<file path="src/adr_params.svh">
// register offsets, field positions and reset values of the aux converter and interrupt bank
`ifndef ADR_PARAMS_SVH
`define ADR_PARAMS_SVH

`define ADR_OFS_LEVEL_LO   5'h11
`define ADR_OFS_LEVEL_HI   5'h12
`define ADR_OFS_IRQ        5'h19
`define ADR_OFS_REV        5'h1F

`define ADR_FLD_LVL_HI     1:0
`define ADR_BIT_SIGN       7
`define ADR_BIT_DIR        6
`define ADR_BIT_PD         5
`define ADR_BIT_DATA_ERR   7
`define ADR_BIT_SYNC_ERR   6
`define ADR_BIT_ERR_TYPE   4
`define ADR_BIT_DATA_EN    3
`define ADR_BIT_SYNC_EN    2
`define ADR_BIT_LOOPBACK   0

`define ADR_RST_BYTE       8'h00
`define ADR_RST_HI2        2'h0
`define ADR_ZERO_BYTE      8'h00
// arbitrary neutral revision value
`define ADR_REV_DEFAULT    8'h5A

`endif

</file>
<file path="src/adr_pkg.sv">
// types shared by the aux converter and interrupt bank
package adr_pkg;
   typedef logic [7:0] adr_byte_t;
   typedef logic [4:0] adr_addr_t;
endpackage

</file>
<file path="src/adr_sticky_flag.sv">
// one latched event flag whose set wins over a clear
`timescale 1ns/1ps
`include "adr_params.svh"
module adr_sticky_flag
   import adr_pkg::*;
(
   // clock and reset
   input  wire logic sys_clk,
   input  wire logic rst,
   // control
   input  wire logic set,
   input  wire logic clr,
   // state
   output logic      flag
);
   typedef struct packed {
      logic flag_q;
   } adr_flag_st_t;

   adr_flag_st_t st_q;
   adr_flag_st_t st_d;

   // set beats clear so an event in the read cycle survives for the next read
   always_comb begin
      st_d = st_q;
      if (clr) begin
         st_d.flag_q = 1'b0;
      end
      if (set) begin
         st_d.flag_q = 1'b1;
      end
   end

   always_ff @(posedge sys_clk) begin
      if (rst) begin
         st_q <= '0;
      end else begin
         st_q <= st_d;
      end
   end

   assign flag = st_q.flag_q;
endmodule // adr_sticky_flag

</file>
<file path="src/adr_bank.sv">
// aux converter 2 control, timing interrupt and revision register bank
`timescale 1ns/1ps
`include "adr_params.svh"
module adr_bank
   import adr_pkg::*;
#(
   parameter adr_byte_t HW_REV = `ADR_REV_DEFAULT
)
(
   // clock and reset
   input  wire logic      sys_clk,
   input  wire logic      rst,
   // register access from the serial port
   input  wire adr_addr_t reg_addr,
   input  wire logic      reg_wr,
   input  wire adr_byte_t reg_wdata,
   input  wire logic      reg_rd,
   output adr_byte_t      reg_rdata,
   output logic           reg_rvalid,
   // timing checkers
   input  wire logic      data_timing_err,
   input  wire logic      data_err_setup,
   input  wire logic      sync_timing_err,
   // sync path
   input  wire logic      sync_in_pin,
   input  wire logic      sync_out_recv,
   output logic           sync_in_path,
   // aux converter 2
   output logic [9:0]     aux2_level,
   output logic           aux2_out_pos,
   output logic           aux2_out_neg,
   output logic           aux2_sink,
   output logic           aux2_power_down,
   // interrupt
   output logic           irq
);
   //////////////////////////////////////////////////////////////////////////
   // state
   typedef struct packed {
      adr_byte_t  lvl_lo_q;
      logic [1:0] lvl_hi_q;
      logic       sign_q;
      logic       dir_q;
      logic       pd_q;
      logic       err_type_q;
      logic       data_en_q;
      logic       sync_en_q;
      logic       loop_q;
      adr_byte_t  rdata_q;
      logic       rvalid_q;
   } adr_bank_st_t;

   adr_bank_st_t st_q;
   adr_bank_st_t st_d;
   logic         data_flag;
   logic         sync_flag;
   logic         irq_rd;
   adr_byte_t    irq_byte;
   adr_byte_t    hi_byte;

   assign irq_rd = reg_rd && (reg_addr == `ADR_OFS_IRQ);

   //////////////////////////////////////////////////////////////////////////
   // latched timing flags, cleared by reading the interrupt byte
   adr_sticky_flag u_data_flag (
      .sys_clk (sys_clk),
      .rst     (rst),
      .set     (data_timing_err),
      .clr     (irq_rd),
      .flag    (data_flag)
   );

   adr_sticky_flag u_sync_flag (
      .sys_clk (sys_clk),
      .rst     (rst),
      .set     (sync_timing_err),
      .clr     (irq_rd),
      .flag    (sync_flag)
   );

   //////////////////////////////////////////////////////////////////////////
   // read images of the mixed bytes
   always_comb begin
      irq_byte = `ADR_ZERO_BYTE;
      irq_byte[`ADR_BIT_DATA_ERR] = data_flag;
      irq_byte[`ADR_BIT_SYNC_ERR] = sync_flag;
      irq_byte[`ADR_BIT_ERR_TYPE] = st_q.err_type_q;
      irq_byte[`ADR_BIT_DATA_EN]  = st_q.data_en_q;
      irq_byte[`ADR_BIT_SYNC_EN]  = st_q.sync_en_q;
      irq_byte[`ADR_BIT_LOOPBACK] = st_q.loop_q;
      hi_byte = `ADR_ZERO_BYTE;
      hi_byte[`ADR_BIT_SIGN] = st_q.sign_q;
      hi_byte[`ADR_BIT_DIR]  = st_q.dir_q;
      hi_byte[`ADR_BIT_PD]   = st_q.pd_q;
      hi_byte[`ADR_FLD_LVL_HI] = st_q.lvl_hi_q;
   end

   //////////////////////////////////////////////////////////////////////////
   // writes, error type capture and registered read data
   always_comb begin
      st_d = st_q;
      st_d.rvalid_q = reg_rd;
      // type follows the latest data error so it matches the flag it explains
      if (data_timing_err) begin
         st_d.err_type_q = data_err_setup;
      end
      if (reg_wr) begin
         case (reg_addr)
            `ADR_OFS_LEVEL_LO: begin
               st_d.lvl_lo_q = reg_wdata;
            end
            `ADR_OFS_LEVEL_HI: begin
               st_d.lvl_hi_q = reg_wdata[`ADR_FLD_LVL_HI];
               st_d.sign_q   = reg_wdata[`ADR_BIT_SIGN];
               st_d.dir_q    = reg_wdata[`ADR_BIT_DIR];
               st_d.pd_q     = reg_wdata[`ADR_BIT_PD];
            end
            `ADR_OFS_IRQ: begin
               // flags and type are read only, writes to them are dropped
               st_d.data_en_q = reg_wdata[`ADR_BIT_DATA_EN];
               st_d.sync_en_q = reg_wdata[`ADR_BIT_SYNC_EN];
               st_d.loop_q    = reg_wdata[`ADR_BIT_LOOPBACK];
            end
            default: begin
               // reserved and read-only addresses ignore writes
            end
         endcase
      end
      if (reg_rd) begin
         case (reg_addr)
            `ADR_OFS_LEVEL_LO: st_d.rdata_q = st_q.lvl_lo_q;
            `ADR_OFS_LEVEL_HI: st_d.rdata_q = hi_byte;
            // sampled before the clear lands, so the read sees the events
            `ADR_OFS_IRQ:      st_d.rdata_q = irq_byte;
            `ADR_OFS_REV:      st_d.rdata_q = HW_REV;
            default:           st_d.rdata_q = `ADR_ZERO_BYTE;
         endcase
      end
   end

   always_ff @(posedge sys_clk) begin
      if (rst) begin
         st_q <= '0;  // all defaults are zero, power-down clear
      end else begin
         st_q <= st_d;
      end
   end

   //////////////////////////////////////////////////////////////////////////
   // outputs
   // plain binary word, so current rises monotonically with the code
   assign aux2_level      = {st_q.lvl_hi_q, st_q.lvl_lo_q};
   assign aux2_out_pos    = !st_q.pd_q && !st_q.sign_q;
   assign aux2_out_neg    = !st_q.pd_q && st_q.sign_q;
   assign aux2_sink       = st_q.dir_q;
   assign aux2_power_down = st_q.pd_q;
   assign sync_in_path    = st_q.loop_q ? sync_out_recv : sync_in_pin;
   assign irq = (data_flag && st_q.data_en_q) || (sync_flag && st_q.sync_en_q);
   assign reg_rdata  = st_q.rdata_q;
   assign reg_rvalid = st_q.rvalid_q;
endmodule // adr_bank

</file>
<file path="config.mk">
export PLATFORM = sky130hd
export DESIGN_NAME = adr_bank
export DESIGN_NICKNAME = d
export VERILOG_FILES = /design/src/adr_pkg.sv /design/src/adr_sticky_flag.sv /design/src/adr_bank.sv
export VERILOG_INCLUDE_DIRS = /design/src
export SDC_FILE = /design/constraint.sdc
export NUM_CORES = 1
export LEC_CHECK = 0
export BUFFER_PORTS_ARGS = -buffer_cell sky130_fd_sc_hd__buf_2
export CORE_MARGIN = 4
export CORE_UTILIZATION = 49
export CTS_CLUSTER_DIAMETER = 40
export DETAILED_ROUTE_END_ITERATION = 8
export GPL_TIMING_DRIVEN = 0
export HOLD_SLACK_MARGIN = 0.02
export PLACE_DENSITY = 0.76
export SLEW_MARGIN = 10
export SYNTH_ARGS = -nofsm -noshare
export SYNTH_HDL_FRONTEND = slang
export SYNTH_SLANG_ARGS = --single-unit
</file>
<file path="constraint.sdc">
create_clock -name sys_clk -period 1.35 [get_ports sys_clk]
set_input_delay 0.135 -clock sys_clk [delete_from_list [all_inputs] [get_ports sys_clk]]
set_output_delay 0.135 -clock sys_clk [all_outputs]
set_load 0.02 [all_outputs]
</file>
# --- After elaboration in Yosys (flattened, before gate mapping) ---
# Index checks and enable logic that the tools add are counted.
totals:
  regBits: 28
  inputBits: 22
  out_inout_bits: 25
  wordCells: 35
op_classes:
  n_eq_ne: 4
  n_mux: 5
  n_reduce_logical: 13
op_table:
  columns: ["op", "n"]
  rows:
  - ["$pmux W8 S4", 1]
  - ["$eq A5 B5 Y1 const B", 4]
  - ["$reduce_and A2 Y1", 3]
  - ["$logic_and A1 B1 Y1", 5]
  - ["$mux W1", 4]
  - ["$reduce_bool A2 Y1", 2]
  - ["$logic_not A1 Y1", 2]
  - ["$logic_or A1 B1 Y1", 1]

# --- Logic depth before layout (Yosys ltp) ---
# Gate-level depths: netlist of the first run.
depth:
  word_depth: 4
  mapped_depth: 5
  depth_no_buf: 4

# --- Hierarchy ---
# From an unflattened synthesis of the first run, not the netlist that was laid out.
hier_totals:
  hier_cells: 142
  hier_area_um2: 1341.3
by_module_without_submodules:
  columns: ["module", "instances", "cells_each", "area_per_inst_um2", "seq_area_each_um2"]
  rows:
  - ["adr_bank", 1, 134, 1263.7, 520.5]
  - ["adr_sticky_flag", 2, 4, 38.8, 20.0]

# --- Worst setup path after synthesis of the first run ---
# Ideal clock, no wire load.
synth_timing:
  kind: "register -> register"
  startpoint: "reg st_q (netlist bit aux2_sink)"
  endpoint: "reg st_q (netlist bit reg_rdata[6])"
  setup_ns: 0.088
  arrival_ns: 1.162
  required_ns: 1.262
  path_slack_ns: 0.100
  path_stages_with_launch: 5
  n_path_buf: 0
  period_less_slack_ns: 1.250
  cell_sequence: "dfxtp_1 or4b_1 a21oi_1 o21ai_1 o32ai_2"
synth_between:
  elab_chain_len: 1
synth_lines:
  columns: ["element", "line", "rtl"]
  rows:
  - ["start: declaration", "adr_bank.sv:53", "adr_bank_st_t st_q;"]
  - ["start signal: assignment", "adr_bank.sv:145", "st_q <= st_d;"]
  - ["$pmux W8 S4", "adr_bank.sv:130", "case (reg_addr)"]
# No other way between the ends.
# A chain may end at the register's enable or synchronous reset.

# --- Worst setup path in the final report of the first run ---
layout_timing:
  startpoint: "reg st_q (netlist bit irq_byte[0])"
  endpoint: "out sync_in_path"
layout_between:
  elab_chain_len: 1
layout_lines:
  columns: ["element", "line", "rtl"]
  rows:
  - ["$mux W1", "adr_bank.sv:157", "assign sync_in_path = st_q.loop_q ? sync_out_recv : sync_in_pin;"]
  - ["end: declaration", "adr_bank.sv:27", "output logic sync_in_path,"]
# No other way between the ends.

==> flow_summary.json, run 1 <==
{
  "status": "completed",
  "clock_latency_ns": 0.32,
  "layout.nets": 214,
  "pwr_density_cell_nw_per_um2": 842,
  "fin_tns_setup_ns": 0,
  "min_path_type": "in2reg",
  "path_max_fanout": 3,
  "drv_cap": 0,
  "pwr-share-clk_pct": 28.4,
  "syn_to_final_growth_pct": 21.0,
  "grt_pass1_vias": 1176,
  "final_cells": 222,
  "synth_edf_count": 0,
  "postCtsResizedCells": 1,
  "path_clk_slew_ns": 0.15,
  "place_ws_ns": 0.0446,
  "ys_ff_latch": 28,
  "slowest_delay_ns": 0.38,
  "worst_path_max_delay_cell": "dfxtp_2",
  "fmax_ghz": 0.763,
  "syn_area_um2": 1420,
  "required_ns": 1.22,
  "syn_avg_cell_area_um2": 9.83,
  "drive_above_1_share_pct": 37.7,
  "cts_tree": "built",
  "grt_max_degree": 16,
  "dr.pass1.iters": 4,
  "cts.sinks": 28,
  "rr_endpoint": "reg_rdata[6]",
  "ir_drop_v": 0.000611,
  "whs_path_depth": 3,
  "start_util_pct": 51.3,
  "grt_usage_pct": 18.0,
  "clockBufferDepth": 2,
  "async_flop_share_pct": 0,
  "htreeDepth": 1,
  "synth_cells": 144,
  "syn-num-nets": 166,
  "relSlewSlack_pct": 68.9,
  "postRouteAntennaNets": 0,
  "nFillCells": 240,
  "worst_pin_slew_ns": 0.467,
  "seqPwrFrac_pct": 58.7,
  "synth_top_area_share_pct": 39.6,
  "first_iter_violations": 51,
  "power.switching_mw": 0.363,
  "criticalPathCategory": "reg2out",
  "fin_crit_sh_pct": 97.1,
  "rsz0062_at_grt": "false",
  "reg2reg_depth": 4,
  "switching_share_pct": 25.2,
  "p_int_mw": 1.08,
  "root_buffer": "clkbuf_4",
  "yosys.area.top_type": "dfxtp_1",
  "numPlacedInstances": 218,
  "wire_per_inst_um": 14.9,
  "vias": 1232,
  "setup_violations": 0,
  "cp-end-kind": "output pin",
  "yosysUniqueCellTypes": 38,
  "synthTopCellsByArea": "dfxtp_1 40%, mux2i_1 14%, nor2_1 7.4%",
  "cp_top_family": "flip-flops",
  "grt_antenna_before_repair": 0,
  "dp_hpwl_mm": 2.67,
  "min-delay-start": "sync_timing_err",
  "grt_pass1_wl_mm": 5.20,
  "overflow": 0,
  "routed_wl_mm": 3.30,
  "ios": 47,
  "hold_violations": 0,
  "yosysWarnings": 0,
  "leakage_nw": 0.855,
  "yosysSeqAreaShare_pct": 39.6,
  "path_buf_inv": 1,
  "chipHeight_um": 61.7,
  "finClkSkew_ns": 0.00340,
  "start_kind": "flip-flop",
  "die_area_um2": 3810,
  "cts_hold_buf": 0,
  "diodes": 0,
  "vias_per_cell": 5.55,
  "worstHoldEndpoint": "u_sync_flag.flag",
  "rows": 19,
  "gp_congestion": 0.898,
  "drc": 0,
  "min_period_ns": 1.31,
  "crit_arrival_ns": 1.18,
  "cts_buffers": 3,
  "r2r_setup_slack_ns": 0.10,
  "cp_cell_sequence": "mux2_2, buf_6",
  "fin_ws_ns": 0.0393,
  "report.final.slew_viol_count": 0,
  "power_frac_comb_pct": 12.9,
  "fp.coreArea_um2": 2760,
  "r2r-start": "aux2_sink",
  "synth-main-ff-cell": "dfxtp_1",
  "io_buffers": 43,
  "cts_setup_buffers": 0,
  "chipWidth_um": 61.7
}
==> stage by stage <==
stage / hold slack [ns] / utilization, % / instance area (um2) / power, mW
after detailed placement: 0.367 / 60.5 / 1670 / 1.05
after global placement: 0.344 / 60.5 / 1670 / 1.04
after CTS: 0.0213 / 61.9 / 1710 / 1.44
after global routing: 0.0205 / 62.1 / 1710 / 1.50
final: 0.0177 / 62.1 / 1710 / 1.44
after floorplan: 0.252 / - / 1420 / 0.980
==> power by group through the flow <==
stage,clock [mW],combinational (mW),sequential [mW]
6_report,0.409,0.186,0.847
5_1_grt,0.444,0.203,0.849
4_1_cts,0.412,0.185,0.846
3_5_place_dp,0,0.184,0.864
3_3_place_gp,0,0.177,0.864
2_1_floorplan,0,0.113,0.867
==> cells in the final DEF (no fill, tap or decap), types with 3 or more instances in the layout <==
cell | netlist | layout
buf_2 | 2 | 44
nor2_1 | 28 | 28
dfxtp_1 | 28 | 27
mux2i_1 | 20 | 20
nand2_1 | 6 | 6
a21oi_1 | 6 | 6
nand3_1 | 5 | 5
buf_4 | 4 | 4
nor2b_1 | 3 | 3
clkbuf_1 | 3 | 3
inv_1 | 3 | 3
a211oi_2 | 3 | 3
o31ai_2 | 3 | 3
clkbuf_4 | 0 | 3
==> registers in the layout (all words and copies together) (netlist names) <==
signal            flops
u_data_flag.flag      1
aux2_level           10
aux2_power_down       1
u_sync_flag.flag      1
reg_rdata             8
hi_byte               1
reg_rvalid            1
irq_byte              4
aux2_sink             1
==> cells in the mapped netlist, drive strengths merged, types with 2 or more instances <==
library cell	count
inv	3
mux2i	20
clkbuf	3
nand2	8
a2bb2oi	2
nor2b	4
nand4	3
a21oi	6
nand3	6
a211oi	3
a221oi	2
a22o	2
o31ai	3
buf	7
nor2	28
and2b	2
dfxtp	28
==> how the worst max path moves through the flow <==
stage / slack, ns / cells past startpoint / end / startpoint
after floorplan: 0.1 / 4 / reg_rdata[6] / aux2_sink
after global placement: 0.10 / 6 / reg_rdata[0] / reg_addr[3]
after detailed placement: 0.04 / 5 / aux2_power_down / reg_addr[3]
after CTS: 0.02 / 2 / sync_in_path / irq_byte[0]
after global routing: 0.004 / 2 / sync_in_path / irq_byte[0]
final: 0.04 / 2 / sync_in_path / irq_byte[0]
==> cells by family after synthesis <==
kind of cell | Yosys count | share of synthesized area, %
AO/OA/AOI/OAI | 24 | 15.2
buffers and inverters | 13 | 5.22
multiplexers | 21 | 14.9
AND/OR/NAND/NOR | 58 | 25.0
flip-flops | 28 | 39.6
==> layout make-up <==
type                    instances  area, um2  area share [%]
flip-flops and latches         28        562            32.8
clock buffers                   4       36.3            2.12
plain buffers                  10       62.6            3.65
multi-input cells             103        781            45.6
repair buffers                 43        221            12.9
inverters                       3       11.3           0.657
well taps                      31       38.8            2.26
==> worst register-to-register path, stage by stage (launching register included) <==
cell and delay (ns):
dfxtp_1 0.39, or4b_1 0.44, a21oi_1 0.17, o21ai_1 0.09, o32ai_2 0.08
==> metal layers <==
layer	part of all wire (%)	vias up	wire length, um	track usage (%)
met5	0	-	0	0
met4	0.52	0	17	5.45
met3	4.7	2	156	2.48
met2	52	34	1710	31.5
met1	43	587	1420	23.0
li1	-	609	-	-
Power figures use the tool's default switching activity.
==> run 2: changes to the inputs <==
--- a/config.mk
+++ b/config.mk
@@ -14,6 +14,7 @@
 export GPL_TIMING_DRIVEN = 0
 export HOLD_SLACK_MARGIN = 0.02
 export PLACE_DENSITY = 0.76
+export RECOVER_POWER = 100
 export SLEW_MARGIN = 10
 export SYNTH_ARGS = -nofsm -noshare
 export SYNTH_HDL_FRONTEND = slang
==> run 2 against run 1 <==
Compared with the run above: critical path depth stayed put; register-to-register slack is essentially flat; sequential power barely moved.
==> flow_summary.json, run 2 (synthesis gave the netlist of run 1 again) <==
{
  "crit_start": "irq_byte[0]",
  "rows": 19,
  "detailed_place.area_um2": 1670,
  "clockBufferDepth": 2,
  "pwr_density_cell_nw_per_um2": 853,
  "cts_setup_buffers": 0,
  "routed_wl_mm": 3.30,
  "hold_violations": 0,
  "place_ws_ns": 0.0446,
  "overflow": 0,
  "ios": 47,
  "layout.nets": 214,
  "root_buffer": "clkbuf_4",
  "numPlacedInstances": 218,
  "path_max_fanout": 3,
  "cts_hold_buf": 0,
  "power_frac_comb_pct": 12.8,
  "ir_drop_v": 0.000610,
  "pwr-share-clk_pct": 28.3,
  "use_met3_pct": 2.48,
  "largest_register_ffs": 10,
  "required_ns": 1.22,
  "clock_latency_ns": 0.32,
  "diodes": 0,
  "chipWidth_um": 61.7,
  "fmax_ghz": 0.764,
  "cts_tree": "built",
  "dr.pass1.iters": 4,
  "drc": 0,
  "start_kind": "flip-flop",
  "worst_path_max_delay_cell": "dfxtp_2",
  "fin_tns_setup_ns": 0,
  "die_area_um2": 3810,
  "r2r_setup_slack_ns": 0.10,
  "p_int_mw": 1.08,
  "cts.sinks": 28,
  "min_path_type": "in2reg",
  "first_iter_violations": 52,
  "chipHeight_um": 61.7,
  "p_total_mw": 1.44,
  "start_util_pct": 51.3,
  "fp.coreArea_um2": 2760,
  "report.final.slew_viol_count": 0,
  "grt_pass1_wl_mm": 5.20,
  "postRouteAntennaNets": 0,
  "cp-end-kind": "output pin",
  "cp_cell_sequence": "mux2_2, buf_6",
  "cp.depth": 2,
  "met2_usage_pct": 31.5,
  "syn_to_final_growth_pct": 19.0,
  "path_clk_slew_ns": 0.15,
  "vias": 1233,
  "crit_arrival_ns": 1.17,
  "nFillCells": 251,
  "whs_ns": 0.0256,
  "drive_above_1_share_pct": 25.7,
  "htreeDepth": 1,
  "path_buf_inv": 1,
  "reg2reg_depth": 4,
  "worst_pin_slew_ns": 0.567,
  "fin_crit_sh_pct": 96.9,
  "worstSetupEndpoint": "sync_in_path",
  "min_period_ns": 1.31,
  "seqCellArea_um2": 562,
  "wire_per_inst_um": 14.9,
  "grt_antenna_before_repair": 0,
  "cts_buffers": 3,
  "use_met1_pct": 23.0,
  "gp_congestion": 0.898,
  "drv_cap": 0,
  "rr_endpoint": "reg_rdata[6]",
  "final_cells": 222,
  "setup_violations": 0,
  "grt_usage_pct": 18.0,
  "final_area_um2": 1680,
  "busiest_layer": "met2",
  "rsz0062_at_grt": "false",
  "dp_hpwl_mm": 2.67,
  "layout_commonest_cell": "nor2_1",
  "power.switching_mw": 0.360,
  "grt_max_degree": 16,
  "relSlewSlack_pct": 62.2,
  "seqPwrFrac_pct": 58.9,
  "io_buffers": 43,
  "fin_util_pct": 61.1,
  "r2r-start": "aux2_sink",
  "mostFrequentLayoutCells": "28 x nor2_1, 27 x dfxtp_1, 26 x clkbuf_1",
  "leakage_nw": 0.757,
  "multi_input_area_um2": 781,
  "switching_share_pct": 25.1,
  "vias_per_cell": 5.55,
  "cp_top_family": "flip-flops",
  "status": "completed",
  "criticalPathCategory": "reg2out",
  "fin_ws_ns": 0.0416,
  "slowest_delay_ns": 0.37,
  "finClkSkew_ns": 0.00133,
  "grt_pass1_vias": 1176
}
[run 2: cell types whose count changed in the layout (fill, tap and decap cells not counted)]
cell,change
clkbuf_1,+23
clkbuf_2,+2
buf_2,-25
[run 2: metal layers]
layer | vias to the layer above | share of wire, % | wire (um)
met1 | 591 | 43 | 1430
met5 | - | 0 | 0
met2 | 30 | 51 | 1700
li1 | 610 | - | -
met3 | 2 | 4.8 | 157
met4 | 0 | 0.52 | 17
[run 2: worst min path at each step]
stage	from	to	slack, ns	depth (start not counted)
after global routing	sync_timing_err	u_sync_flag.flag	0.02	3
after CTS	sync_timing_err	u_sync_flag.flag	0.02	3
final	sync_timing_err	u_sync_flag.flag	0.03	3
after floorplan	data_timing_err	u_data_flag.flag	0.25	2
after detailed placement	sync_timing_err	u_sync_flag.flag	0.37	3
after global placement	sync_timing_err	u_sync_flag.flag	0.34	3
[run 2: repair_timing]
action	4_1_cts	5_1_grt
setup endpoints to repair	1	1
hold endpoints to repair	0	0
gates resized for setup	1	2
[run 2: layout make-up]
cell class              instances  share of cell area, %
repair buffers                 43                   11.5
flip-flops and latches         28                   33.4
plain buffers                  10                   3.64
well taps                      31                   2.30
inverters                       3                  0.669
multi-input cells             103                   46.4
clock buffers                   4                   2.15
[run 2: tightest hold or removal path: stages]
cell,delay [ns]
buf_2,0.08
a21oi_1,0.03
nor2_1,0.08
[run 2: power by group through the flow]
stage	clock network [mW]	logic, mW	registers, mW
global route	0.444	0.201	0.849
floorplan	0	0.113	0.867
detailed placement	0	0.184	0.864
finish	0.406	0.185	0.847
global placement	0	0.177	0.864
CTS	0.412	0.185	0.846
==> run 3: changes to the inputs <==
==> constraint.sdc (replaced) <==
create_clock -name sys_clk -period 1.35 [get_ports sys_clk]
set_input_delay 0.135 -clock sys_clk [delete_from_list [all_inputs] [get_ports sys_clk]]
set_output_delay 0.135 -clock sys_clk [all_outputs]
set_load 0.005 [all_outputs]
==> run 3 against run 2 <==
Compared with the run above: non-clock buffer count is the same; clock power is essentially flat; largest power group unchanged; cell area grew 0.15%; worst hold slack lost 0.0066 ns; worst setup slack gained 0.020 ns; clock skew grew 0.0031 ns.
==> flow_summary.json, run 3 (synthesis gave the netlist of run 1 again) <==
{
  "die_area_um2": 3810,
  "worst_pin_slew_ns": 0.571,
  "postRouteAntennaNets": 0,
  "cp-end-kind": "output pin",
  "clock_latency_ns": 0.32,
  "root_buffer": "clkbuf_4",
  "cp.depth": 2,
  "rsz0062_at_grt": "false",
  "layout.nets": 214,
  "fmax_ghz": 0.776,
  "drv_cap": 0,
  "crit_arrival_ns": 1.15,
  "dr.pass1.iters": 4,
  "wire_per_inst_um": 14.8,
  "report.final.slew_viol_count": 0,
  "clockBufferDepth": 2,
  "final_cells": 222,
  "path_buf_inv": 1,
  "grt_pass1_wl_mm": 5.20,
  "vias": 1231,
  "ios": 47,
  "start_kind": "flip-flop",
  "fp.coreArea_um2": 2760,
  "reg2reg_depth": 4,
  "start_util_pct": 51.3,
  "htreeDepth": 1,
  "largest_register_ffs": 10,
  "required_ns": 1.22,
  "grt_antenna_before_repair": 0,
  "diodes": 0,
  "criticalPathCategory": "reg2out",
  "cts_hold_buf": 0,
  "pwr_density_cell_nw_per_um2": 846,
  "cts_tree": "built",
  "leakage_nw": 0.787,
  "status": "completed",
  "fin_crit_sh_pct": 95.4,
  "relSlewSlack_pct": 61.9,
  "finClkSkew_ns": 0.00446,
  "rows": 19,
  "worst_path_max_delay_cell": "dfxtp_2",
  "min-delay-start": "sync_timing_err",
  "io_buffers": 43,
  "fin_tns_setup_ns": 0,
  "syn_to_final_growth_pct": 19.2,
  "cp_cell_sequence": "mux2_2, buf_2",
  "cp_top_family": "flip-flops",
  "hold_violations": 0,
  "ir_drop_v": 0.000604,
  "first_iter_violations": 54,
  "drive_above_1_share_pct": 29.3,
  "mostFrequentLayoutCells": "29 x buf_2, 28 x nor2_1, 27 x dfxtp_1",
  "gp_congestion": 0.898,
  "numPlacedInstances": 218,
  "dp_hpwl_mm": 2.67,
  "chipHeight_um": 61.7,
  "drc": 0,
  "cts_setup_buffers": 0,
  "min_path_type": "in2reg",
  "cts_buffers": 3,
  "routed_wl_mm": 3.28,
  "grt_max_degree": 16,
  "path_max_fanout": 3,
  "nFillCells": 246,
  "grt_pass1_vias": 1176,
  "postCtsResizedCells": 0,
  "setup_violations": 0,
  "path_clk_slew_ns": 0.15,
  "overflow": 0,
  "layout_commonest_cell": "buf_2",
  "chipWidth_um": 61.7,
  "slowest_delay_ns": 0.38,
  "crit_start": "irq_byte[0]",
  "cts.sinks": 28,
  "grt_usage_pct": 18.0,
  "r2r-start": "aux2_sink",
  "whs_path_depth": 3,
  "min_period_ns": 1.29,
  "vias_per_cell": 5.55
}
## run 3: changes by cell type in the layout (fill, tap and decap cells not counted)
| cell | before | now |
|---|---|---|
| buf_2 | 19 | 29 |
| clkbuf_1 | 26 | 18 |
| buf_4 | 4 | 2 |
| clkbuf_2 | 2 | 0 |
| clkbuf_4 | 3 | 5 |
| buf_1 | 0 | 1 |
| buf_6 | 2 | 1 |
## run 3: final timing paths
kind                      endpoint  slack [ns]
setup / recovery      sync_in_path        0.06
hold reg to reg       reg_rdata[2]        0.49
hold / removal    u_sync_flag.flag        0.02
setup reg to reg      reg_rdata[6]        0.10
## run 3: metal layers
layer / track usage [%] / vias to the layer above / wire [um]
met5: 0 / - / 0
met4: 5.45 / 0 / 18
met3: 2.48 / 2 / 156
met2: 31.5 / 32 / 1700
met1: 23.0 / 589 / 1410
li1: - / 608 / -
## run 3: final cells by class
class / count / area [um2] / share of cell area (%)
timing repair buffer: 43 / 196 / 11.6
buffer: 10 / 61.3 / 3.64
multi-input combinational: 103 / 781 / 46.3
inverter: 3 / 11.3 / 0.668
tap: 31 / 38.8 / 2.30
clock buffer: 4 / 36.3 / 2.15
sequential: 28 / 562 / 33.3
## run 3: power breakdown
group	total, mW	switching (mW)	internal (mW)
registers	0.847	0.00848	0.838
logic	0.174	0.102	0.0721
clock network	0.407	0.242	0.165
## run 3: metrics by stage
| stage | total power, mW | setup WS (ns) | util, % | cell area (um2) | hold slack (ns) |
|---|---|---|---|---|---|
| finish | 1.43 | 0.0620 | 61.2 | 1690 | 0.0190 |
| global route | 1.48 | 0.0134 | 61.2 | 1690 | 0.0205 |
| CTS | 1.43 | 0.0108 | 61.8 | 1710 | 0.0213 |
| detailed placement | 1.04 | 0.0446 | 60.5 | 1670 | 0.367 |
| global placement | 1.03 | 0.102 | 60.5 | 1670 | 0.344 |
| floorplan | 0.972 | 0.216 | - | 1420 | 0.252 |
## run 3: worst min-delay path: cells and delay by family
family                 cells  cell delay, ns
AO/OA/AOI/OAI              1            0.03
AND/OR/NAND/NOR            1            0.07
buffers and inverters      1            0.08
